===== config.mk =====
export PLATFORM = sky130hd
export DESIGN_NAME = flop_prims_top
export DESIGN_NICKNAME = d
export VERILOG_FILES = /design/src/inc/flop_prims_pkg.sv /design/src/hw/sampled_flop_cell.sv /design/src/hw/flop_prims_top.sv
export SDC_FILE = /design/constraint.sdc
export NUM_CORES = 1
export LEC_CHECK = 0
export ABC_AREA = 1
export BUFFER_PORTS_ARGS = -buffer_cell sky130_fd_sc_hd__buf_2
export CAP_MARGIN = 20
export CORE_MARGIN = 5
export CORE_UTILIZATION = 47
export DETAILED_ROUTE_END_ITERATION = 7
export GPL_ROUTABILITY_DRIVEN = 1
export PLACE_DENSITY_LB_ADDON = 0.05
export SETUP_SLACK_MARGIN = 0.3
export SYNTH_ARGS = -nofsm -noshare
export SYNTH_HDL_FRONTEND = slang
export SYNTH_SLANG_ARGS = --single-unit

===== constraint.sdc =====
create_clock -name sys_clk -period 1.1 [get_ports sys_clk]
set_clock_uncertainty 0.1 [all_clocks]
set_input_delay 0.055 -clock sys_clk [delete_from_list [all_inputs] [get_ports sys_clk]]
set_output_delay 0.055 -clock sys_clk [all_outputs]
set_load 0.02 [all_outputs]

===== src/inc/flop_prims_pkg.sv =====
// constants for the sampled single-bit storage primitives
// assumes one system clock; all user-side lines arrive asynchronously
package flop_prims_pkg;

  // when an asserted set or clear line acts on the output
  typedef enum logic [0:0] {
    STYLE_UNCLOCKED = 1'b0,
    STYLE_CLOCKED = 1'b1
  } set_clear_timing_style_type;

  // power-up values of each variant
  localparam logic CLEAR_FLOP_INIT = 1'b0;
  localparam logic SET_FLOP_INIT = 1'b1;
  localparam logic PRESET_FLOP_INIT = 1'b1;

  // value forced by each control line
  localparam logic CLEAR_FORCE_VAL = 1'b0;
  localparam logic SET_FORCE_VAL = 1'b1;

  // synchroniser depth and input vector layout
  localparam int SYNC_STAGES = 2;
  localparam int SYNC_WIDTH = 9;
  localparam int IDX_PRESET_LOW = 0;
  localparam int IDX_PRESET_EN = 1;
  localparam int IDX_PRESET_DATA = 2;
  localparam int IDX_FORCE_HIGH_LOW = 3;
  localparam int IDX_SET_DATA = 4;
  localparam int IDX_CLEAR_LOW = 5;
  localparam int IDX_CLEAR_DATA = 6;
  localparam int IDX_NEG_TIMING = 7;
  localparam int IDX_POS_TIMING = 8;

  // idle levels: active-low lines rest high, the rest low
  localparam logic [8:0] SYNC_RESET_VAL = 9'h029;

endpackage


===== src/hw/sampled_flop_cell.sv =====
// one single-bit storage cell with a forcing line, enable and data
// assumes edge and control inputs are already synchronous to sys_clk
`timescale 1ns/1ps
`default_nettype none

module sampled_flop_cell #(
  parameter logic INIT = 1'b0,
  parameter logic FORCE_VAL = 1'b0,
  parameter flop_prims_pkg::set_clear_timing_style_type STYLE =
    flop_prims_pkg::STYLE_UNCLOCKED
) (
  input wire logic sys_clk,
  input wire logic rst_b,
  input wire logic edge_in,
  input wire logic force_low_in,
  input wire logic enable_in,
  input wire logic data_in,
  output logic q
);

  logic q_q;
  logic q_d;

  // enable gates everything; forcing wins over data
  always_comb begin
    q_d = q_q;
    if (enable_in) begin
      if (!force_low_in &&
          (STYLE == flop_prims_pkg::STYLE_UNCLOCKED || edge_in)) begin
        q_d = FORCE_VAL;
      end else if (edge_in) begin
        q_d = data_in;
      end
    end
  end

  // power-up value is the reset constant of a generic flop
  always_ff @(posedge sys_clk or negedge rst_b) begin
    if (!rst_b) begin
      q_q <= INIT;
    end else begin
      q_q <= q_d;
    end
  end

  assign q = q_q;

endmodule

`default_nettype wire


===== src/hw/flop_prims_top.sv =====
// sampled models of three single-bit storage primitives
// assumes user lines are asynchronous to sys_clk and are synchronised here
`timescale 1ns/1ps
`default_nettype none

module flop_prims_top #(
  parameter logic CLEAR_INIT = flop_prims_pkg::CLEAR_FLOP_INIT,
  parameter logic SET_INIT = flop_prims_pkg::SET_FLOP_INIT,
  parameter logic PRESET_INIT = flop_prims_pkg::PRESET_FLOP_INIT,
  parameter flop_prims_pkg::set_clear_timing_style_type CLEAR_STYLE =
    flop_prims_pkg::STYLE_UNCLOCKED,
  parameter flop_prims_pkg::set_clear_timing_style_type SET_STYLE =
    flop_prims_pkg::STYLE_UNCLOCKED
) (
  input wire logic sys_clk,
  input wire logic rst_b,
  input wire logic pos_edge_timing_in,
  input wire logic neg_edge_timing_in,
  input wire logic clear_data_in,
  input wire logic clear_low_in,
  input wire logic set_data_in,
  input wire logic force_high_low_in,
  input wire logic preset_data_in,
  input wire logic preset_enable_in,
  input wire logic sync_preset_low_in,
  output logic async_clear_flop_q,
  output logic async_set_flop_q,
  output logic neg_edge_sync_preset_flop_q
);

  localparam int W = flop_prims_pkg::SYNC_WIDTH;

  logic [W-1:0] raw_in;
  logic [W-1:0] sync_q [flop_prims_pkg::SYNC_STAGES];
  logic [W-1:0] sync_d [flop_prims_pkg::SYNC_STAGES];
  logic pos_prev_q;
  logic pos_prev_d;
  logic neg_prev_q;
  logic neg_prev_d;
  logic [W-1:0] s;
  logic rise;
  logic fall;

  // gather the asynchronous user lines into one vector
  assign raw_in = {pos_edge_timing_in, neg_edge_timing_in, clear_data_in,
                   clear_low_in, set_data_in, force_high_low_in,
                   preset_data_in, preset_enable_in, sync_preset_low_in};

  // two-stage synchroniser; only the last stage feeds logic
  genvar g;
  generate
    for (g = 0; g < flop_prims_pkg::SYNC_STAGES; g++) begin : g_sync
      if (g == 0) begin : g_first
        always_comb begin
          sync_d[g] = raw_in;
        end
      end else begin : g_next
        always_comb begin
          sync_d[g] = sync_q[g-1];
        end
      end
      always_ff @(posedge sys_clk or negedge rst_b) begin
        if (!rst_b) begin
          sync_q[g] <= flop_prims_pkg::SYNC_RESET_VAL;
        end else begin
          sync_q[g] <= sync_d[g];
        end
      end
    end
  endgenerate

  assign s = sync_q[flop_prims_pkg::SYNC_STAGES-1];

  // previous timing levels for edge detection
  always_comb begin
    pos_prev_d = s[flop_prims_pkg::IDX_POS_TIMING];
    neg_prev_d = s[flop_prims_pkg::IDX_NEG_TIMING];
  end

  always_ff @(posedge sys_clk or negedge rst_b) begin
    if (!rst_b) begin
      pos_prev_q <= 1'b0;
      neg_prev_q <= 1'b0;
    end else begin
      pos_prev_q <= pos_prev_d;
      neg_prev_q <= neg_prev_d;
    end
  end

  // one-cycle strobes for the timing input edges
  assign rise = s[flop_prims_pkg::IDX_POS_TIMING] & ~pos_prev_q;
  assign fall = ~s[flop_prims_pkg::IDX_NEG_TIMING] & neg_prev_q;

  // rising-edge flop with active-low clear; also serves the clear alias
  sampled_flop_cell #(
    .INIT(CLEAR_INIT),
    .FORCE_VAL(flop_prims_pkg::CLEAR_FORCE_VAL),
    .STYLE(CLEAR_STYLE)
  ) u_clear_flop (
    .sys_clk(sys_clk),
    .rst_b(rst_b),
    .edge_in(rise),
    .force_low_in(s[flop_prims_pkg::IDX_CLEAR_LOW]),
    .enable_in(1'b1),
    .data_in(s[flop_prims_pkg::IDX_CLEAR_DATA]),
    .q(async_clear_flop_q)
  );

  // rising-edge flop with active-low set; also serves the preset alias
  sampled_flop_cell #(
    .INIT(SET_INIT),
    .FORCE_VAL(flop_prims_pkg::SET_FORCE_VAL),
    .STYLE(SET_STYLE)
  ) u_set_flop (
    .sys_clk(sys_clk),
    .rst_b(rst_b),
    .edge_in(rise),
    .force_low_in(s[flop_prims_pkg::IDX_FORCE_HIGH_LOW]),
    .enable_in(1'b1),
    .data_in(s[flop_prims_pkg::IDX_SET_DATA]),
    .q(async_set_flop_q)
  );

  // falling-edge flop with enable and synchronous preset
  sampled_flop_cell #(
    .INIT(PRESET_INIT),
    .FORCE_VAL(flop_prims_pkg::SET_FORCE_VAL),
    .STYLE(flop_prims_pkg::STYLE_CLOCKED)
  ) u_preset_flop (
    .sys_clk(sys_clk),
    .rst_b(rst_b),
    .edge_in(fall),
    .force_low_in(s[flop_prims_pkg::IDX_PRESET_LOW]),
    .enable_in(s[flop_prims_pkg::IDX_PRESET_EN]),
    .data_in(s[flop_prims_pkg::IDX_PRESET_DATA]),
    .q(neg_edge_sync_preset_flop_q)
  );

  logic clr_l;
  logic set_l;
  logic pre_l;
  logic pre_en;
  assign clr_l = s[flop_prims_pkg::IDX_CLEAR_LOW];
  assign set_l = s[flop_prims_pkg::IDX_FORCE_HIGH_LOW];
  assign pre_l = s[flop_prims_pkg::IDX_PRESET_LOW];
  assign pre_en = s[flop_prims_pkg::IDX_PRESET_EN];
endmodule

`default_nettype wire


* Word level (Yosys, flattened, before mapping)
Index checks and enable logic that the tools add are counted.
** Storage, ports and cells
- Register bits after elaboration :: 23
- Output and inout port bits :: 3
** Operators by class
- Eq/ne operators :: 2
- Muxes and demuxes :: 6
- Bitwise logic cells :: 4
- Reductions and logical operators :: 4
** Operator list (count)
- $mux 1 :: 6
- $ne 2x1->1 const B :: 2
- $and 1x1->1 :: 2
- $not 1->1 :: 2
- $reduce_and 2->1 :: 1
- $reduce_bool 2->1 :: 1
- $logic_and 1x1->1 :: 1
- $logic_not 1->1 :: 1

* Logic depth before layout (Yosys ltp)
- Depth in word-level cells :: 5
- Gate-level depth with buffers :: 5
- Mapped depth without buffers :: 5

* Modules after synthesis
A second synthesis with hierarchy kept.
** Unflattened totals
- Cells, all modules :: 47
- Area, all modules :: 686.9 sq um
** Modules (own cells, without submodules)
- flop_prims_top :: area an instance 531.8 sq um, instances 1, seq. area each 508.0 sq um, cells each 25
- sampled_flop_cell (u_clear_flop) :: area an instance 53.8 sq um, instances 1, seq. area each 25.0 sq um, cells each 8
- sampled_flop_cell (u_set_flop) :: area an instance 51.3 sq um, instances 1, seq. area each 26.3 sq um, cells each 7
- sampled_flop_cell (u_preset_flop) :: area an instance 50.0 sq um, instances 1, seq. area each 26.3 sq um, cells each 7

* Worst setup path before layout
Ideal clock, no wire load.
- Kind :: register to register
- Start point :: register, netlist name u_preset_flop.q
- End point :: register u_preset_flop.q_q (netlist: u_preset_flop.q)
- Slack :: 194 ps
- Setup time :: 58 ps
- Stages on the path, launching flop included :: 5
- Arrival time :: 748 ps
- Clock period less this slack :: 906 ps
- Cells stage by stage :: dfstp_2 -> inv_1 -> nand2_1 -> nand2_1 -> inv_1
** RTL lines
- end signal, assigned :: RTL line sampled_flop_cell.sv:42 : q_q <= q_d;
- end, declared :: RTL line sampled_flop_cell.sv:21 : logic q_q;

* Worst setup path after layout
- Start point :: register u_preset_flop.q_q (netlist: u_preset_flop.q)
- End point :: output port neg_edge_sync_preset_flop_q
** RTL lines
- end, declared :: RTL line flop_prims_top.sv:28 : output logic neg_edge_sync_preset_flop_q
No word-level cell between the ends.

==> results by group <==
Power
  – Leak Pwr: 0.451 nW
  – Final Power: 1.43 mW
  – PwrDens: 1540 nW/µm²
  – VDD IR max: 0.889 mV

Global route
  – GRT Resource Usage Total: 0.116
  – Global-route wire length before repair: 1.69 mm
  – Initial antenna violation count: 0
  – GR Overflow Total: 0
  – Pin count of the biggest net entering global routing: 24
  – Vias in the first global route: 434

Synth
  – Count of cell types in the netlist: 8
  – Synth Cell Area: 671 µm²
  – Synth Area in XOR/XNOR: 0
  – Largest family of logic cells by synthesized area: simple AND/OR/NAND/NOR gates
  – Post-synthesis compound-gate area fraction: 0
  – Post-synthesis sequential area ratio: 0.873
  – Mux contribution to synthesized area: 0
  – Synthesized Nets: 54
  – Post-synthesis register bit count: 23
  – Adder-Cell Fraction of Synth Area: 0
  – Synthesized netlist cell count: 43
  – Count of warnings emitted by yosys: 0
  – Mapped Avg Cell Area: 15.6 µm²
  – Post-Synth Simple-Gate Area: 0.0933

Clocking
  – CTS H-Tree Depth: 1
  – Worst-Skew Late Latency: 0.30 ns
  – Longest Clk Path Bufs: 2
  – Cts bufs inserted: 3
  – CTS tree: built
  – Clk pin slew, worst setup/hold paths: 0.11 ns
  – Total clock sinks: 23
  – Clk root buf: clkbuf_4

Worst setup path
  – Setup crit end kind: output port
  – CP Cell Sequence: buf_6
  – Critical path class: reg2out
  – Crit-path leading delay family: flip-flops
  – RR Startpoint: s[0]
  – Number of buffers and inverters on the critical path: 1
  – R2R setup slack: 0.17 ns
  – Worst-path fanout max: 2
  – Crit path largest cell delay: 0.55 ns
  – CP max-delay cell: dfstp_2
  – FF-to-FF End: u_preset_flop.q
  – FF-to-FF path depth: 5
  – Required time of the critical path: 0.94 ns
  – CP Launch Type: flop
  – Arrival time worst endpoint: 0.97 ns

Final layout
  – Area occupied by registers: 586 µm²
  – Filler cells: 86
  – Post-route insts no fill: 86
  – P&R area growth vs syn: 38.1%
  – Commonest non-fill, non-tap cells in the layout: dfrtp_1, dlygate4sd3_1, buf_2, dfstp_2, nand2_1
  – ANT cells: 0
  – Commonest non-fill, non-tap cell in the layout: dfrtp_1
  – Layout cells sized above 1: 0.451
  – Multi-input gate area: 77.6 µm²
  – # nets final: 83

Route
  – Residual DRC: 0
  – Antenna viol nets, final: 0
  – Via density: 4.50
  – Drt first-iter violations: 0
  – Via Count: 387
  – WL per Instance: 11.2 µm
  – DRT Wirelength: 967 µm
  – Drt pass-1 iters: 1

STA
  – Hold Worst Slack: 0.123 ns
  – RSZ-0062 raised after global routing: true
  – Setup violators final: 2
  – Slew headroom: 0.691
  – Fmax: 888 MHz
  – Pins Over Slew Limit: 0
  – Actual slew at the worst max-slew pin: 0.464 ns
  – Fin. Hold Viols: 0
  – Crit path time final: 1.13 ns
  – Final WS setup: -0.0255 ns
  – Period utilisation layout: 1.02

Run status
  – Status: finished, violations left
  – Failing checks: setup timing

Floorplan
  – # IOs: 14
  – Chip Height: 47.8 µm
  – Row count: 13
  – Die area: 2280 µm²
  – Die Width: 47.8 µm
  – Core Region: 1320 µm²
  – Initial Util: 0.509

Placement
  – Buffers on Ports: 13
  – Dpl cells: 71
  – GP Congestion: 0.663
  – Dpl hpwl: 627 µm
  – Placement-stage worst setup slack: 0.191 ns

Worst hold path
  – Hold Path Class: in2async

Flow run
  – Max-cap viol count: 0
-- how the worst max path moves through the flow --
stage	end	from	cells past startpoint	slack (ns)
detailed placement	u_preset_flop.q	s[0]	5	0.19
finish	neg_edge_sync_preset_flop_q	u_preset_flop.q	1	-0.03
floorplan	u_preset_flop.q	u_preset_flop.q	4	0.21
global route	async_set_flop_q	u_set_flop.q	1	-0.06
CTS	async_set_flop_q	u_set_flop.q	1	-0.04
global placement	u_preset_flop.q	s[0]	5	0.20
-- per-layer routing --
metal	part of all wire	global-route usage	up-vias
met5	0	0	-
met4	0.033	0.0806	0
met3	0.077	0.0451	3
met2	0.54	0.198	18
met1	0.35	0.115	183
li1	-	-	183
-- cell type report --
type,instances,share of cell area
timing repair buffer,24,0.211
clock buffer,4,0.0284
tap,15,0.0203
multi-input combinational,14,0.0838
sequential,23,0.632
inverter,6,0.0243
-- timing repair --
item                                    4_1_cts  5_1_grt
resized for setup                            11        2
hold buffers                                 10        0
pin swaps                                     3        5
endpoints found under the setup margin        6        6
cloned                                        0        0
hold endpoints to repair                     32        0
setup buffers                                 1        0
-- cell usage after synthesis --
master   number  area [µm²]
dfrtp_1      15         375
dfstp_2       8         210
inv_1         6        22.5
nand2_1       7        26.3
nand2_2       1        6.26
nand3_1       4        20.0
nor2_1        1        3.75
nor2_2        1        6.26
-- flip-flops by register name, summed over array words and instances, names as in the netlist --
name / count
s: 9
sync_d: 9
neg_prev_q: 1
pos_prev_q: 1
u_clear_flop.q: 1
u_preset_flop.q: 1
u_set_flop.q: 1
-- cells by family (layout without fill, tap and decap cells) --
family,after synthesis,after routing
flops,23,23
simple gates,14,14
buf+inv,6,34
-- power by group --
group	switching [mW]	leakage, nW	internal, mW
Clock	0.232	0.0150	0.142
Sequential	0.0231	0.261	0.907
Combinational	0.0549	0.175	0.0675
-- stage by stage --
step	TNS, ns	instance area [µm²]	util
floorplan	0	671	-
global placement	0	754	0.573
detailed placement	0	754	0.573
CTS	-0.0723	921	0.699
global route	-0.120	926	0.703
finish	-0.0476	926	0.703
No activity file was read; power rests on OpenSTA's default activity.
